==> config.mk <==
export PLATFORM = sky130hd
export DESIGN_NAME = wdc_top
export DESIGN_NICKNAME = d
export VERILOG_FILES = /design/src/wdc_pkg.sv /design/src/wdc_top.sv /design/src/wdc_spi_rx.sv
export SDC_FILE = /design/constraint.sdc
export NUM_CORES = 1
export LEC_CHECK = 0
export ABC_AREA = 1
export BUFFER_PORTS_ARGS = -buffer_cell sky130_fd_sc_hd__buf_2
export CORE_MARGIN = 2
export CORE_UTILIZATION = 63
export CTS_BUF_LIST = sky130_fd_sc_hd__clkbuf_8
export DETAILED_ROUTE_END_ITERATION = 10
export MAX_ROUTING_LAYER = met4
export PLACE_DENSITY = 0.82
export SLEW_MARGIN = 5
export SYNTH_ARGS = -nofsm -noshare
export SYNTH_HDL_FRONTEND = slang
export SYNTH_SLANG_ARGS = --single-unit
export TNS_END_PERCENT = 5
==> constraint.sdc <==
create_clock -name clk_in -period 3.8 [get_ports clk_in]
set_clock_uncertainty 0.15 [all_clocks]
set_input_delay 0.38 -clock clk_in [delete_from_list [all_inputs] [get_ports clk_in]]
set_output_delay 0.38 -clock clk_in [all_outputs]
set_load 0.05 [all_outputs]
==> src/wdc_pkg.sv <==
package wdc_pkg;

  // register placement and field layout
  localparam logic [3:0] WDC_SETUP_ADDR    = 4'h6;
  localparam int         WDC_B_DEADLINE    = 7;
  localparam int         WDC_B_WATCH       = 6;
  localparam int         WDC_B_TIMER       = 5;
  localparam int         WDC_B_SAFE2       = 4;
  localparam int         WDC_B_SCHEME_HI   = 3;
  localparam int         WDC_B_SCHEME_LO   = 2;
  localparam int         WDC_B_WINDOW      = 1;
  localparam int         WDC_B_CRANK       = 0;
  localparam logic [7:0] WDC_SETUP_RST     = 8'h42;

  // frame layout: 16 bits, msb first
  localparam int         WDC_FRAME_BITS    = 16;
  localparam logic [1:0] WDC_CMD_WRITE     = 2'b01;
  localparam logic [1:0] WDC_CMD_READ      = 2'b00;
  localparam logic [1:0] WDC_CMD_REFRESH   = 2'b10;

  // timing at 50 MHz
  localparam int         WDC_CLK_MHZ       = 50;
  localparam int         WDC_OC_SHORT_US   = 100;
  localparam int         WDC_OC_SHORT_CYC  = WDC_OC_SHORT_US * WDC_CLK_MHZ;
  localparam int         WDC_WD_PERIOD_CYC = 8192;
  localparam int         WDC_OC_LONG_CYC   = 150000;

  typedef enum logic [1:0] {WDC_SCH_SIMPLE, WDC_SCH_ONE, WDC_SCH_TWO, WDC_SCH_FOUR}
    wdc_scheme_t;

  typedef struct packed {
    logic        deadline_en;
    logic        watch_sel;
    logic        timer_sel;
    logic        safe2;
    wdc_scheme_t scheme;
    logic        window;
    logic        crank;
  } wdc_setup_t;

  typedef struct packed {
    logic        valid;
    logic        long16;
    logic [15:0] word;
  } wdc_frame_t;

endpackage : wdc_pkg

==> src/wdc_top.sv <==
`timescale 1ns/1ps
`default_nettype none
module wdc_top
  import wdc_pkg::*;
#(
  parameter int WD_PERIOD_CYC = WDC_WD_PERIOD_CYC,
  parameter int OC_LONG_CYC   = WDC_OC_LONG_CYC
)
(
  input  wire logic       clk_in,
  input  wire logic       rst_b_in,
  input  wire logic       sck_in,
  input  wire logic       cs_b_in,
  input  wire logic       mosi_in,
  input  wire logic       init_mode_in,
  input  wire logic       lp_mode_in,
  input  wire logic       wd_enable_in,
  input  wire logic       irq_pending_in,
  input  wire logic       irq_read_in,
  input  wire logic       over_current_in,
  input  wire logic       low_battery_in,
  input  wire logic [7:0] random_code_in,
  output logic [7:0]      setup_out,
  output logic            rst_pin_b_out,
  output logic            safe_b_out,
  output logic            wake_out,
  output logic            reg_on_out,
  output logic            refresh_ok_out
);
  logic [1:0] rs_q;
  logic       rst_b;
  logic [1:0] s1_q, s2_q, s3_q;
  logic [5:0] p1_q, p2_q;
  wdc_frame_t frame;

  // reset release through two flops
  always_ff @(posedge clk_in or negedge rst_b_in)
  begin
    if (!rst_b_in)
      rs_q <= 2'b00;
    else
      rs_q <= {rs_q[0], 1'b1};
  end
  assign rst_b = rs_q[1];

  // two-flop sync for every asynchronous pin except irq_pending_in and random_code_in
  always_ff @(posedge clk_in or negedge rst_b)
  begin
    if (!rst_b)
    begin
      s1_q <= 2'b00;
      s2_q <= 2'b11;
      s3_q <= 2'b00;
      p1_q <= 6'h00;
      p2_q <= 6'h00;
    end
    else
    begin
      s1_q <= {s1_q[0], sck_in};
      s2_q <= {s2_q[0], cs_b_in};
      s3_q <= {s3_q[0], mosi_in};
      p1_q <= {init_mode_in, lp_mode_in, wd_enable_in, irq_read_in,
               over_current_in, low_battery_in};
      p2_q <= p1_q;
    end
  end

  wdc_spi_rx u_rx
  (
    .clk_in    (clk_in),
    .rst_b_in  (rst_b),
    .sck_in    (s1_q[1]),
    .cs_b_in   (s2_q[1]),
    .mosi_in   (s3_q[1]),
    .frame_out (frame)
  );

  logic init_s, lp_s, wden_s, irqrd_s, oc_s, lowbat_s;
  assign {init_s, lp_s, wden_s, irqrd_s, oc_s, lowbat_s} = p2_q;

  wdc_setup_t  cfg_q, cfg_d;
  logic [15:0] per_q, per_d;
  logic [1:0]  pend_q, pend_d;
  logic [1:0]  part_q, part_d;
  logic [17:0] oc_q, oc_d;
  logic        wake_q, wake_d, rstp_q, rstp_d, safe_q, safe_d;
  logic        first_q, first_d, regon_q, regon_d, ok_q, ok_d;
  logic        hit, win_open, refresh_ok, bad_refresh, expire, deadline_miss;
  logic        oc_refresh, oc_short_done, oc_long_done, boundary, wd_trip;
  logic [1:0]  need;

  // frame decode and refresh legality
  always_comb
  begin
    need       = 2'd0;
    refresh_ok = 1'b0;
    hit        = frame.valid && frame.word[15:14] == WDC_CMD_REFRESH;
    win_open   = !cfg_q.window || (per_q >= 16'(WD_PERIOD_CYC / 2));
    unique case (cfg_q.scheme)
      WDC_SCH_SIMPLE: refresh_ok = hit;
      WDC_SCH_ONE:    refresh_ok = hit && frame.long16 &&
                                   frame.word[7:0] == ~random_code_in;
      WDC_SCH_TWO:    need = 2'd1;
      WDC_SCH_FOUR:   need = 2'd3;
    endcase
    if (cfg_q.scheme == WDC_SCH_TWO || cfg_q.scheme == WDC_SCH_FOUR)
      refresh_ok = hit && frame.long16 && part_q == need &&
                   frame.word[7:0] == (random_code_in ^ {6'h00, part_q});
  end

  // overcurrent timing in low-power supply-on mode
  always_comb
  begin
    oc_short_done = oc_q >= 18'(WDC_OC_SHORT_CYC);
    oc_long_done  = oc_q >= 18'(OC_LONG_CYC);
    oc_d          = (oc_s && lp_s) ? ((oc_q == '1) ? oc_q : 18'(oc_q + 18'd1)) : '0;
    // short pulse ending with watchdog and 11 counts as a refresh
    oc_refresh    = lp_s && wden_s && cfg_q.watch_sel && cfg_q.timer_sel && !oc_s &&
                    oc_q != '0 && !oc_long_done;
  end

  assign expire        = per_q == 16'(WD_PERIOD_CYC - 1);
  assign bad_refresh   = hit && !win_open && !(cfg_q.scheme == WDC_SCH_SIMPLE && 1'b0);
  // a period ends on an accepted refresh or on expiry; the count restarts either way
  assign boundary      = (refresh_ok && win_open) || oc_refresh || expire;
  // pending 1 covers the rest of the current period, 2 and 3 the two full ones
  assign deadline_miss = cfg_q.deadline_en && pend_q == 2'd3 && boundary;
  assign wd_trip       = wden_s && !init_s && (expire || bad_refresh || deadline_miss);

  // main state update
  always_comb
  begin
    cfg_d   = cfg_q;
    per_d   = 16'(per_q + 16'd1);
    pend_d  = pend_q;
    part_d  = part_q;
    wake_d  = 1'b0;
    rstp_d  = 1'b1;
    safe_d  = safe_q;
    first_d = first_q;
    ok_d    = 1'b0;
    regon_d = cfg_q.crank || !lowbat_s;
    if (frame.valid && frame.long16 && frame.word[15:14] == WDC_CMD_WRITE &&
        frame.word[11:8] == WDC_SETUP_ADDR && init_s)
      cfg_d = wdc_setup_t'(frame.word[7:0]);
    if (hit && (cfg_q.scheme == WDC_SCH_TWO || cfg_q.scheme == WDC_SCH_FOUR) && win_open)
      part_d = (part_q == need) ? 2'd0 : 2'(part_q + 2'd1);
    // period counter wraps even with the watchdog off, so enabling it keeps the phase sane
    if (boundary)
      per_d = '0;
    if ((refresh_ok && win_open) || oc_refresh)
    begin
      ok_d    = 1'b1;
      first_d = 1'b0;
    end
    if (boundary && pend_q != 2'd0 && pend_q != 2'd3)
      pend_d = 2'(pend_q + 2'd1);
    if (irq_pending_in && pend_q == 2'd0)
      pend_d = 2'd1;
    if (irqrd_s)
      pend_d = 2'd0;
    // missed period, bad window refresh or missed deadline: reset pulse
    if (wd_trip)
    begin
      rstp_d  = 1'b0;
      per_d   = '0;
      pend_d  = 2'd0;
      part_d  = 2'd0;
      first_d = 1'b1;
      if (!cfg_q.safe2 || first_q)
        safe_d = 1'b0;
    end
    if (lp_s && cfg_q.watch_sel && !cfg_q.timer_sel && oc_short_done)
      wake_d = 1'b1;
    if (lp_s && cfg_q.watch_sel && cfg_q.timer_sel && oc_long_done)
      wake_d = 1'b1;
    // monitor 00/01 leave wake low
    // held in reset for as long as the battery stays low without crank hold
    if (lowbat_s && !cfg_q.crank)
      rstp_d = 1'b0;
  end

  always_ff @(posedge clk_in or negedge rst_b)
  begin
    if (!rst_b)
    begin
      cfg_q   <= wdc_setup_t'(WDC_SETUP_RST);
      per_q   <= '0;
      pend_q  <= 2'd0;
      part_q  <= 2'd0;
      oc_q    <= '0;
      wake_q  <= 1'b0;
      rstp_q  <= 1'b1;
      safe_q  <= 1'b1;
      first_q <= 1'b0;
      regon_q <= 1'b1;
      ok_q    <= 1'b0;
    end
    else
    begin
      cfg_q   <= cfg_d;
      per_q   <= per_d;
      pend_q  <= pend_d;
      part_q  <= part_d;
      oc_q    <= oc_d;
      wake_q  <= wake_d;
      rstp_q  <= rstp_d;
      safe_q  <= safe_d;
      first_q <= first_d;
      regon_q <= regon_d;
      ok_q    <= ok_d;
    end
  end

  assign setup_out      = cfg_q;
  assign rst_pin_b_out  = rstp_q;
  assign safe_b_out     = safe_q;
  assign wake_out       = wake_q;
  assign reg_on_out     = regon_q;
  assign refresh_ok_out = ok_q;

  // checks
  a_write_init_only: assert property (@(posedge clk_in) disable iff (!rst_b)
    !init_s |=> $stable(cfg_q) || !$past(init_s) == 1'b0 || cfg_q == $past(cfg_q))
    else $error("setup changed outside init");
  a_safe_first_rst: assert property (@(posedge clk_in) disable iff (!rst_b)
    ($past(wd_trip) && !$past(cfg_q.safe2)) |-> !safe_b_out)
    else $error("safe not low with first reset");
  a_safe_second: assert property (@(posedge clk_in) disable iff (!rst_b)
    ($fell(safe_b_out) && $past(cfg_q.safe2)) |-> $past(first_q))
    else $error("safe fell before second reset");
  a_no_wake_ignore: assert property (@(posedge clk_in) disable iff (!rst_b)
    (!cfg_q.watch_sel && $stable(cfg_q)) |=> !wake_out)
    else $error("wake with monitor off");
  a_wake_short: assert property (@(posedge clk_in) disable iff (!rst_b)
    $rose(wake_out) |->
    $past(oc_q) >= ($past(cfg_q.timer_sel) ? 18'(OC_LONG_CYC) : 18'(WDC_OC_SHORT_CYC)))
    else $error("wake too early");
  a_window_closed: assert property (@(posedge clk_in) disable iff (!rst_b)
    (hit && cfg_q.window && per_q < 16'(WD_PERIOD_CYC / 2) && wden_s && !init_s)
    |=> !rst_pin_b_out)
    else $error("early refresh not punished");
  a_crank_hold: assert property (@(posedge clk_in) disable iff (!rst_b)
    (cfg_q.crank) |=> reg_on_out)
    else $error("regulator dropped with crank set");
  a_reg_off: assert property (@(posedge clk_in) disable iff (!rst_b)
    (!cfg_q.crank && lowbat_s) |=> !reg_on_out)
    else $error("regulator stayed on");
  c_refresh: cover property (@(posedge clk_in) refresh_ok_out);
  c_wake: cover property (@(posedge clk_in) wake_out);
  c_safe: cover property (@(posedge clk_in) !safe_b_out);
endmodule : wdc_top
`default_nettype wire

==> src/wdc_spi_rx.sv <==
`timescale 1ns/1ps
`default_nettype none
// spi frame receiver; pins already synchronised by the caller
module wdc_spi_rx
  import wdc_pkg::*;
(
  input  wire logic       clk_in,
  input  wire logic       rst_b_in,
  input  wire logic       sck_in,
  input  wire logic       cs_b_in,
  input  wire logic       mosi_in,
  output wdc_frame_t      frame_out
);
  logic        sck_q, sck_d;
  logic        cs_q, cs_d;
  logic [15:0] sh_q, sh_d;
  logic [4:0]  cnt_q, cnt_d;
  wdc_frame_t  fr_q, fr_d;

  // shift on rising sck, close frame on cs release
  always_comb
  begin
    sck_d = sck_in;
    cs_d  = cs_b_in;
    sh_d  = sh_q;
    cnt_d = cnt_q;
    fr_d  = '0;
    if (!cs_b_in && sck_in && !sck_q)
    begin
      sh_d  = {sh_q[14:0], mosi_in};
      cnt_d = (cnt_q == 5'h1F) ? cnt_q : 5'(cnt_q + 5'h01);
    end
    if (cs_b_in && !cs_q)
    begin
      // 8 or 16 bits only; others are discarded
      fr_d.valid  = (cnt_q == 5'h08) || (cnt_q == 5'h10);
      fr_d.long16 = (cnt_q == 5'h10);
      fr_d.word   = (cnt_q == 5'h08) ? {sh_q[7:0], 8'h00} : sh_q;
      cnt_d = '0;
    end
  end

  always_ff @(posedge clk_in or negedge rst_b_in)
  begin
    if (!rst_b_in)
    begin
      sck_q <= 1'b0;
      cs_q  <= 1'b1;
      sh_q  <= '0;
      cnt_q <= '0;
      fr_q  <= '0;
    end
    else
    begin
      sck_q <= sck_d;
      cs_q  <= cs_d;
      sh_q  <= sh_d;
      cnt_q <= cnt_d;
      fr_q  <= fr_d;
    end
  end

  assign frame_out = fr_q;
endmodule : wdc_spi_rx
`default_nettype wire

==> impl_metrics.yaml, run 1 <==
clock_tree:
  cts.repair.resized: 0
  cts-hold-fix-buffers: 10
  clk_latency_ps: 390
  clk_path_buf_depth: 2
  path_clk_slew_ps: 110
  cts_sinks: 111
  htree_levels: 3
  cts-root-buf: "clkbuf_8"
  cts_buffers: 9
  post-cts-setup-buffers: 0
  tritoncts: "yes"
yosys:
  synth.avg_cell_area_sq_um: 8.90
  synth_ff_type: "dfrtp_1"
  async_reset_ff_frac: 1.00
  syn-num-nets: 591
  yosysSeqAreaShare: 0.557
  ys_warn_count: 0
  synth_cell_types: 41
  yosys.area.top_type: "dfrtp_1"
  syn-cell-area_sq_um: 5000
  ys_ff_latch: 111
  synth.top_cell.area_share: 0.515
  synthTopCellsByCount: "nand2_1, dfrtp_1, inv_1, nor2_1, o21ai_0"
  synth.area.top_cells: "dfrtp_1, nand2_1, inv_1, o21ai_0, dfstp_2"
  yosysMostFrequentCell: "nand2_1"
  postSynthCellCount: 562
  synth_edf_count: 0
cells_and_area:
  antenna_cells: 0
  fillers: 574
  final_nets: 638
  drive_gt1_frac: 0.140
  final_area_sq_um: 5580
  area_delta_synth_final_pct: 11.6
place:
  portBuffers: 32
  dpl.hpwl_mm: 6.74
  place.gp.congestion: 0.887
  place_area_sq_um: 5270
timing:
  hold_violations: 0
  setup_viol: 0
  max-slew-margin-rel: 0.308
  whs_ps: 152
  worstMarginPinSlew_ps: 1040
  setup_tns_ps: 0
  clock.fmax_mhz: 459
  grt_setup_unrepaired: "no"
  slew_violations: 0
  period_needed_ps: 2180
  fin_crit_sh: 0.573
setup_path:
  critPathBufInv: 0
  path_delay_family: "simple AND/OR/NAND/NOR gates"
  crit_path_cell_trace: "ha_1 > nand3_2 > nor3_4 > nand4_2 > nor2_2 > nand4_1 > o21a_1 > nand2_2 > nand2_4 > nand2_4 > nor2_1"
  start_kind: "flop"
  worst-path-stages: 11
  rr_worst_depth: 11
  crit_type: "reg2reg"
  crit_required_ps: 3920
  cpPeakStageDelay_ps: 400
  crit_path_top_delay_cell: "dfrtp_1"
  cp_common_cell: "nand2_4"
  cp_max_fo: 14
  cp.arrival_ps: 2300
  worst_setup_path_end_kind: "flop"
route:
  met3_length_microns: 366
  routed.top_layer: "met4"
  ant_nets: 0
  wl_met1_mm: 4.15
  routed_wl_mm: 9.57
  vias: 3779
  wl_met2_mm: 4.86
  drt-initial-drc-count: 193
  wl_per_cell_microns: 13.4
  via_per_inst: 5.28
  firstDrtPassIters: 4
  drc: 0
floorplan:
  die_h_microns: 93.1
  rows: 32
  die_w_microns: 93.1
  die_area_sq_um: 8670
  start_util: 0.647
  top_level_ports: 33
  core_sq_um: 7730
grt:
  grt_use_total: 0.249
  grt.overflow.total: 0
  grt_pass1_wl_mm: 16.4
  grt_pass1_vias: 3784
  grt_max_degree: 85
  antenna_found_initial: 0
job:
  maxCapViolations: 0
status:
  status: "finished clean"
power:
  ir_drop_mv: 0.355
  cellLeakagePower_nw: 2.68
  powerDensity_nw_per_um2: 379
min_path:
  hp-class: "in2async"
-- stage by stage --
stage               power, mW  utilization  setup slack (ps)  std cells
detailed placement       1.41        0.682              1670        690
finish                   2.12        0.722              1620        716
floorplan                1.36            -               343        562
global placement         1.40        0.682              1760        690
CTS                      2.14        0.722              1610        716
global route             2.21        0.722              1440        716
-- layer usage --
metal	GRT usage	up-vias
met5	-	-
met2	0.420	81
li1	-	1882
met3	0.0540	18
met4	0.0797	0
met1	0.304	1798
-- report_power, final --
part	total (mW)	internal [mW]	switching, mW
Combinational	0.125	0.0467	0.0782
Clock	0.720	0.280	0.440
Sequential	1.27	1.23	0.0430
-- cell type report --
type | instances | area, sq um | share of cell area
clock inverter | 6 | 75.1 | 0.0134
tap | 102 | 128 | 0.0229
multi-input combinational | 357 | 1850 | 0.332
timing repair buffer | 44 | 275 | 0.0493
sequential | 111 | 2790 | 0.500
clock buffer | 10 | 138 | 0.0247
inverter | 86 | 323 | 0.0578
-- cells in the final DEF (no fill, tap or decap), types with 6 or more instances in the layout --
cell type	instances
nand2_1	118
dfrtp_1	102
inv_1	84
nor2_1	51
o21ai_0	47
buf_2	32
nand3_1	25
nor3_1	22
a21oi_1	17
xor2_1	11
clkbuf_8	10
dlygate4sd3_1	10
nand4_1	9
ha_1	9
dfstp_2	8
xnor2_1	6
nor2_2	6
-- registers in the layout, indices dropped and copies added (netlist names), 2 cells and up --
name,count
pend_q,2
p2_q,6
setup_out,8
s3_q,2
oc_q,18
s2_q,2
p1_q,6
u_rx.cnt_q,5
s1_q,2
u_rx.frame_out,16
rs_q,2
part_q,2
per_q,16
u_rx.sh_q,16
-- logic make-up after synthesis --
group                      count (synthesis)  share of synthesized area
muxes                                      2                    0.00450
xor gates and xnor gates                  17                     0.0298
and+or+nand+nor                          254                      0.233
buffers and inverters                     94                     0.0723
AOI/OAI and AO/OA                         74                     0.0795
other                                      1                   0.000750
adders and majority gates                  9                     0.0225
DFF                                      111                      0.557
-- path summary, 6_finish.rpt --
path / start / end / slack [ps]
worst max-delay path: per_q[0]$_DFF_PN0_ / per_q[7]$_DFF_PN0_ / 1620
worst min-delay path: rst_b_in / rs_q[0]$_DFF_PN0_ / 150
worst max register to register: per_q[0]$_DFF_PN0_ / per_q[7]$_DFF_PN0_ / 1620
worst min register to register: p1_q[3]$_DFF_PN0_ / p2_q[3]$_DFF_PN0_ / 210
max in group asynchronous: rs_q[1]$_DFF_PN0_ / setup_out[1]$_DFFE_PN1P_ / 2160
min in group clk_in: irq_pending_in / pend_q[1]$_DFFE_PN0P_ / 170
Power figures use the tool's default switching activity.
==> inputs of run 2 (changes only) <==
- clock period: 3.8 -> 2.1 ns (I/O delays scaled with it)
==> impl_metrics.yaml, run 2 (synthesis results as in run 1) <==
power:
  clockPowerShare: 0.342
  powerDensity_nw_per_um2: 652
  power.share.combinational: 0.069
  p_int_mw: 2.89
  ir_drop_mv: 0.424
  p_sw_mw: 0.977
  p_sw_frac: 0.253
  seq_power_share: 0.589
  cellLeakagePower_nw: 2.81
cells_and_area:
  final_area_sq_um: 5930
  final_nets: 659
  drive_gt1_frac: 0.203
  largest_register: "oc_q"
  largest_reg_flops: 18
  layout_commonest_cell: "nand2_1"
  area_delta_synth_final_pct: 18.5
  final_cell_mix: "nand2_1, dfrtp_1, inv_1"
  fillers: 509
  antenna_cells: 0
timing:
  worst_slack_ps: -6.51
  fin_crit_sh: 1.00
  hold_violations: 0
  slew_violations: 0
  clock.fmax_mhz: 475
  worstMarginPinSlew_ps: 582
  setup_viol: 1
  period_needed_ps: 2110
  max-slew-margin-rel: 0.612
  grt_setup_unrepaired: "yes"
clock_tree:
  path_clk_slew_ps: 110
  clk_latency_ps: 370
  htree_levels: 3
  cts-root-buf: "clkbuf_8"
  tritoncts: "yes"
  clk_path_buf_depth: 2
  cts_sinks: 111
  cts_buffers: 9
route:
  ant_nets: 0
  vias: 3965
  drt-initial-drc-count: 214
  routed_wl_mm: 10.7
  drc: 0
  firstDrtPassIters: 5
  wl_per_cell_microns: 14.5
  via_per_inst: 5.38
grt:
  grt_pass1_vias: 4077
  grt_max_degree: 110
  grt_pass1_wl_mm: 18.0
  antenna_found_initial: 0
  grt.overflow.total: 0
  grt_use_total: 0.271
min_path:
  hp-start: "irq_pending_in"
  hp-class: "in2reg"
  hold_path_depth: 4
  hold_path_end: "pend_q[1]$_DFFE_PN0P_"
place:
  portBuffers: 32
  place_area_sq_um: 5330
  dpl.hpwl_mm: 7.04
  pre_cts_slack_ps: -24.1
  place.gp.congestion: 0.864
floorplan:
  top_level_ports: 33
  die_h_microns: 93.1
  die_w_microns: 93.1
  start_util: 0.647
  die_area_sq_um: 8670
  rows: 32
  core_sq_um: 7730
setup_path:
  critPathBufInv: 1
  cp.arrival_ps: 2210
  crit_type: "reg2reg"
  path_delay_family: "simple AND/OR/NAND/NOR gates"
  regToRegSetupSlack_ps: -7
  start_kind: "flop"
  crit_path_top_delay_cell: "dfrtp_1"
  cpPeakStageDelay_ps: 380
  rr_worst_depth: 12
  crit_path_cell_trace: "buf_6 > ha_4 > nand3_4 > nor3_4 > nand4_2 > nor2_2 > nand4_1 > o21a_1 > nand2_2 > nand2_8 > nand2_8 > nor2_2"
  reg2reg_to: "per_q[4]$_DFF_PN0_"
  crit_required_ps: 2200
  cp_max_fo: 7
  worst_setup_path_end_kind: "flop"
  r2r_start: "per_q[0]$_DFF_PN0_"
status:
  violations: "negative setup slack"
  status: "finished with violations"
job:
  maxCapViolations: 0
-- run 2: cell types whose count changed in the layout (fill, tap and decap cells not counted), moves of 4 or more --
cell and change:
nand2_1 -4, nand3_1 -6, buf_4 +17, nand3_2 +4, nor2_1 -5, nand2_2 +4
-- run 2: per-stage QoR --
step / power (mW) / setup TNS, ps / util / cells / hold WS (ps)
CTS: 3.89 / 0 / 0.741 / 729 / 28.8
global route: 4.02 / -3420 / 0.767 / 737 / 64.9
detailed placement: 2.56 / -159 / 0.689 / 696 / -153
floorplan: 2.47 / 0 / - / 562 / -236
finish: 3.87 / -6.51 / 0.767 / 737 / 29.8
global placement: 2.55 / 0 / 0.689 / 696 / -156
-- run 2: layer usage --
layer / vias up / global-route usage / share of wire / wire [microns]
met5: - / - / 0 / 0
li1: 1935 / - / - / -
met3: 22 / 0.0500 / 0.041 / 439
met4: 0 / 0.0919 / 0.021 / 228
met2: 95 / 0.458 / 0.54 / 5730
met1: 1913 / 0.333 / 0.40 / 4310
-- run 2: worst max path at each step --
stage / from / endpoint / depth (start not counted)
6_report: per_q[0]$_DFF_PN0_ / per_q[4]$_DFF_PN0_ / 12
5_1_grt: per_q[0]$_DFF_PN0_ / first_q$_DFFE_PN0P_ / 12
4_1_cts: per_q[1]$_DFF_PN0_ / part_q[0]$_DFFE_PN0P_ / 10
3_5_place_dp: per_q[1]$_DFF_PN0_ / per_q[7]$_DFF_PN0_ / 10
3_3_place_gp: per_q[1]$_DFF_PN0_ / per_q[15]$_DFF_PN0_ / 11
2_1_floorplan: rs_q[1]$_DFF_PN0_ / first_q$_DFFE_PN0P_ / 0
-- run 2: timing repair --
action	4_1_cts	5_1_grt
endpoints found under the setup margin	17	32
gates cloned	1	0
buffers inserted	5	8
hold endpoints to repair	11	0
gates resized for setup	6	34
pin swaps	5	15
hold buffers	11	0
-- run 2: power by group through the flow --
stage	sequential [mW]	combinational [mW]	clock, mW
floorplan	2.33	0.134	0
global placement	2.31	0.236	0
detailed placement	2.31	0.249	0
CTS	2.27	0.267	1.35
global route	2.29	0.313	1.42
finish	2.28	0.268	1.32
-- run 2: worst register-to-register path: cells and delay by family (launching register included) --
family                   cells  cell delay [ps]
buffers and inverters        1              100
flip-flops                   1              380
AO/OA/AOI/OAI                1              160
adder cells (fa/ha/maj)      1              130
AND/OR/NAND/NOR              9             1060
-- run 2: final cells by class --
cell class / count / area, sq um / area share
flip-flops and latches: 111 / 2790 / 0.471
well taps: 102 / 128 / 0.0215
repair buffers: 64 / 444 / 0.0749
inverters: 86 / 323 / 0.0544
clock buffers: 9 / 124 / 0.0209
multi-input cells: 358 / 2040 / 0.344
clock inverters: 7 / 81.3 / 0.0137
==> inputs of run 3 (changes only) <==
- PLACE_DENSITY: 0.82 -> default
- PLACE_DENSITY_LB_ADDON: default -> 0.1
==> impl_metrics.yaml, run 3 (synthesis results as in run 1) <==
status:
  status: "finished clean"
power:
  power.share.combinational: 0.069
  ir_drop_mv: 0.494
  p_int_mw: 2.81
  powerDensity_nw_per_um2: 655
  cellLeakagePower_nw: 2.76
  seq_power_share: 0.608
  p_sw_frac: 0.253
  fin_total_pwr_mw: 3.76
  p_sw_mw: 0.953
  clockPowerShare: 0.323
route:
  wl_per_cell_microns: 13.5
  drt-initial-drc-count: 181
  via_per_inst: 5.29
  drc: 0
  routed_wl_mm: 9.81
  ant_nets: 0
  firstDrtPassIters: 5
  vias: 3853
clock_tree:
  htree_levels: 3
  cts_buffers: 9
  clk_latency_ps: 360
  path_clk_slew_ps: 100
  cts_sinks: 111
  clk_path_buf_depth: 2
  cts-root-buf: "clkbuf_8"
  tritoncts: "yes"
place:
  pre_cts_slack_ps: -47.8
  place_area_sq_um: 5370
  portBuffers: 32
  dpl.hpwl_mm: 7.25
  place.gp.congestion: 0.890
floorplan:
  die_area_sq_um: 8670
  rows: 32
  die_h_microns: 93.1
  top_level_ports: 33
  die_w_microns: 93.1
  start_util: 0.647
  core_sq_um: 7730
setup_path:
  rr_worst_depth: 11
  crit_path_top_delay_cell: "dfrtp_1"
  r2r_start: "per_q[0]$_DFF_PN0_"
  worst_setup_path_end_kind: "flop"
  cp.arrival_ps: 2200
  start_kind: "flop"
  startpoint: "per_q[0]$_DFF_PN0_"
  crit_required_ps: 2200
  cpPeakStageDelay_ps: 420
  cp_max_fo: 14
  crit_type: "reg2reg"
  crit_path_cell_trace: "ha_4 > nand3_4 > nor3_4 > nand4_2 > nor2_4 > nand4_1 > o21a_1 > nand2_2 > nand2_4 > nand2_8 > nor2_1"
  regToRegSetupSlack_ps: 3
  reg2reg_to: "per_q[2]$_DFF_PN0_"
cells_and_area:
  final_area_sq_um: 5740
  drive_gt1_frac: 0.167
  area_delta_synth_final_pct: 14.7
  largest_register: "oc_q"
  final_cell_mix: "nand2_1, dfrtp_1, inv_1"
  fin_util: 0.743
  largest_reg_flops: 18
  final_nets: 651
  antenna_cells: 0
  layout_commonest_cell: "nand2_1"
grt:
  grt_use_total: 0.255
  grt_pass1_vias: 3843
  antenna_found_initial: 0
  grt.overflow.total: 0
  grt_max_degree: 40
  grt_pass1_wl_mm: 16.9
timing:
  grt_setup_unrepaired: "yes"
  hold_violations: 0
  fin_crit_sh: 0.998
  slew_violations: 0
  worst_slack_ps: 3.34
  worstMarginPinSlew_ps: 533
  period_needed_ps: 2100
  max-slew-margin-rel: 0.645
  setup_viol: 0
  clock.fmax_mhz: 477
  setup_tns_ps: 0
min_path:
  hp-start: "irq_pending_in"
  hold_path_end: "pend_q[1]$_DFFE_PN0P_"
  hp-class: "in2reg"
  hold_path_depth: 4
job:
  maxCapViolations: 0
## run 3: cell count changes in the layout (fill, tap and decap cells not counted), moves of 2 or more
cell     change
nor2_4       -2
nor2_1       +3
nand2_2      -4
o21ai_1      +2
nand3_2      -3
inv_1        +2
buf_4        -6
nand3_1      +4
nand2_8      -2
inv_2        -2
nand2_1      +4
## run 3: repair_timing
action | 4_1_cts | 5_1_grt
hold buffers | 11 | 0
endpoints found under the hold margin | 11 | 0
pin swaps | 0 | 4
gates resized for setup | 4 | 12
buffers inserted | 0 | 1
gates cloned | 0 | 0
endpoints found under the setup margin | 16 | 33
## run 3: final cells by class
type                            count  area [sq um]
Sequential cell                   111          2790
Timing Repair Buffer               57           388
Fill cell                         578          1990
Inverter                           86           323
Tap cell                          102           128
Multi-Input combinational cell    357          1920
Clock inverter                      6          52.6
Clock buffer                       10           138
## run 3: metal layers
layer,share of wire,routed length (microns),GRT usage
met1,0.43,4230,0.313
met2,0.51,4990,0.428
met3,0.040,395,0.0443
met4,0.021,204,0.0956
met5,0,0,-
## run 3: worst max-delay path: cells and delay by family (launching register included)
kind / cells / cell delay (ps)
and+or+nand+nor: 9 / 1080
DFF: 1 / 420
AOI/OAI and AO/OA: 1 / 160
adders and majority gates: 1 / 180
## run 3: worst max-delay path by stage
stage                                  to  slack [ps]  depth (start not counted)
finish                 per_q[2]$_DFF_PN0_           3                         11
global route           per_q[2]$_DFF_PN0_        -170                         12
CTS                 pend_q[1]$_DFFE_PN0P_          20                         11
detailed placement     per_q[2]$_DFF_PN0_         -50                         11
global placement      per_q[15]$_DFF_PN0_          80                         11
floorplan             first_q$_DFFE_PN0P_         100                          0
## run 3: stage by stage
step	cells	hold WS (ps)
3_3_place_gp	701	-155
3_5_place_dp	701	-153
4_1_cts	728	16.3
6_report	729	29.3
5_1_grt	729	51.1
2_1_floorplan	562	-236
## run 3: power groups by stage
stage | combinational, mW | clock (mW) | sequential [mW]
final | 0.258 | 1.22 | 2.29
after global routing | 0.295 | 1.33 | 2.30
after CTS | 0.259 | 1.25 | 2.29
after floorplan | 0.134 | 0 | 2.33
after detailed placement | 0.241 | 0 | 2.33
after global placement | 0.232 | 0 | 2.33
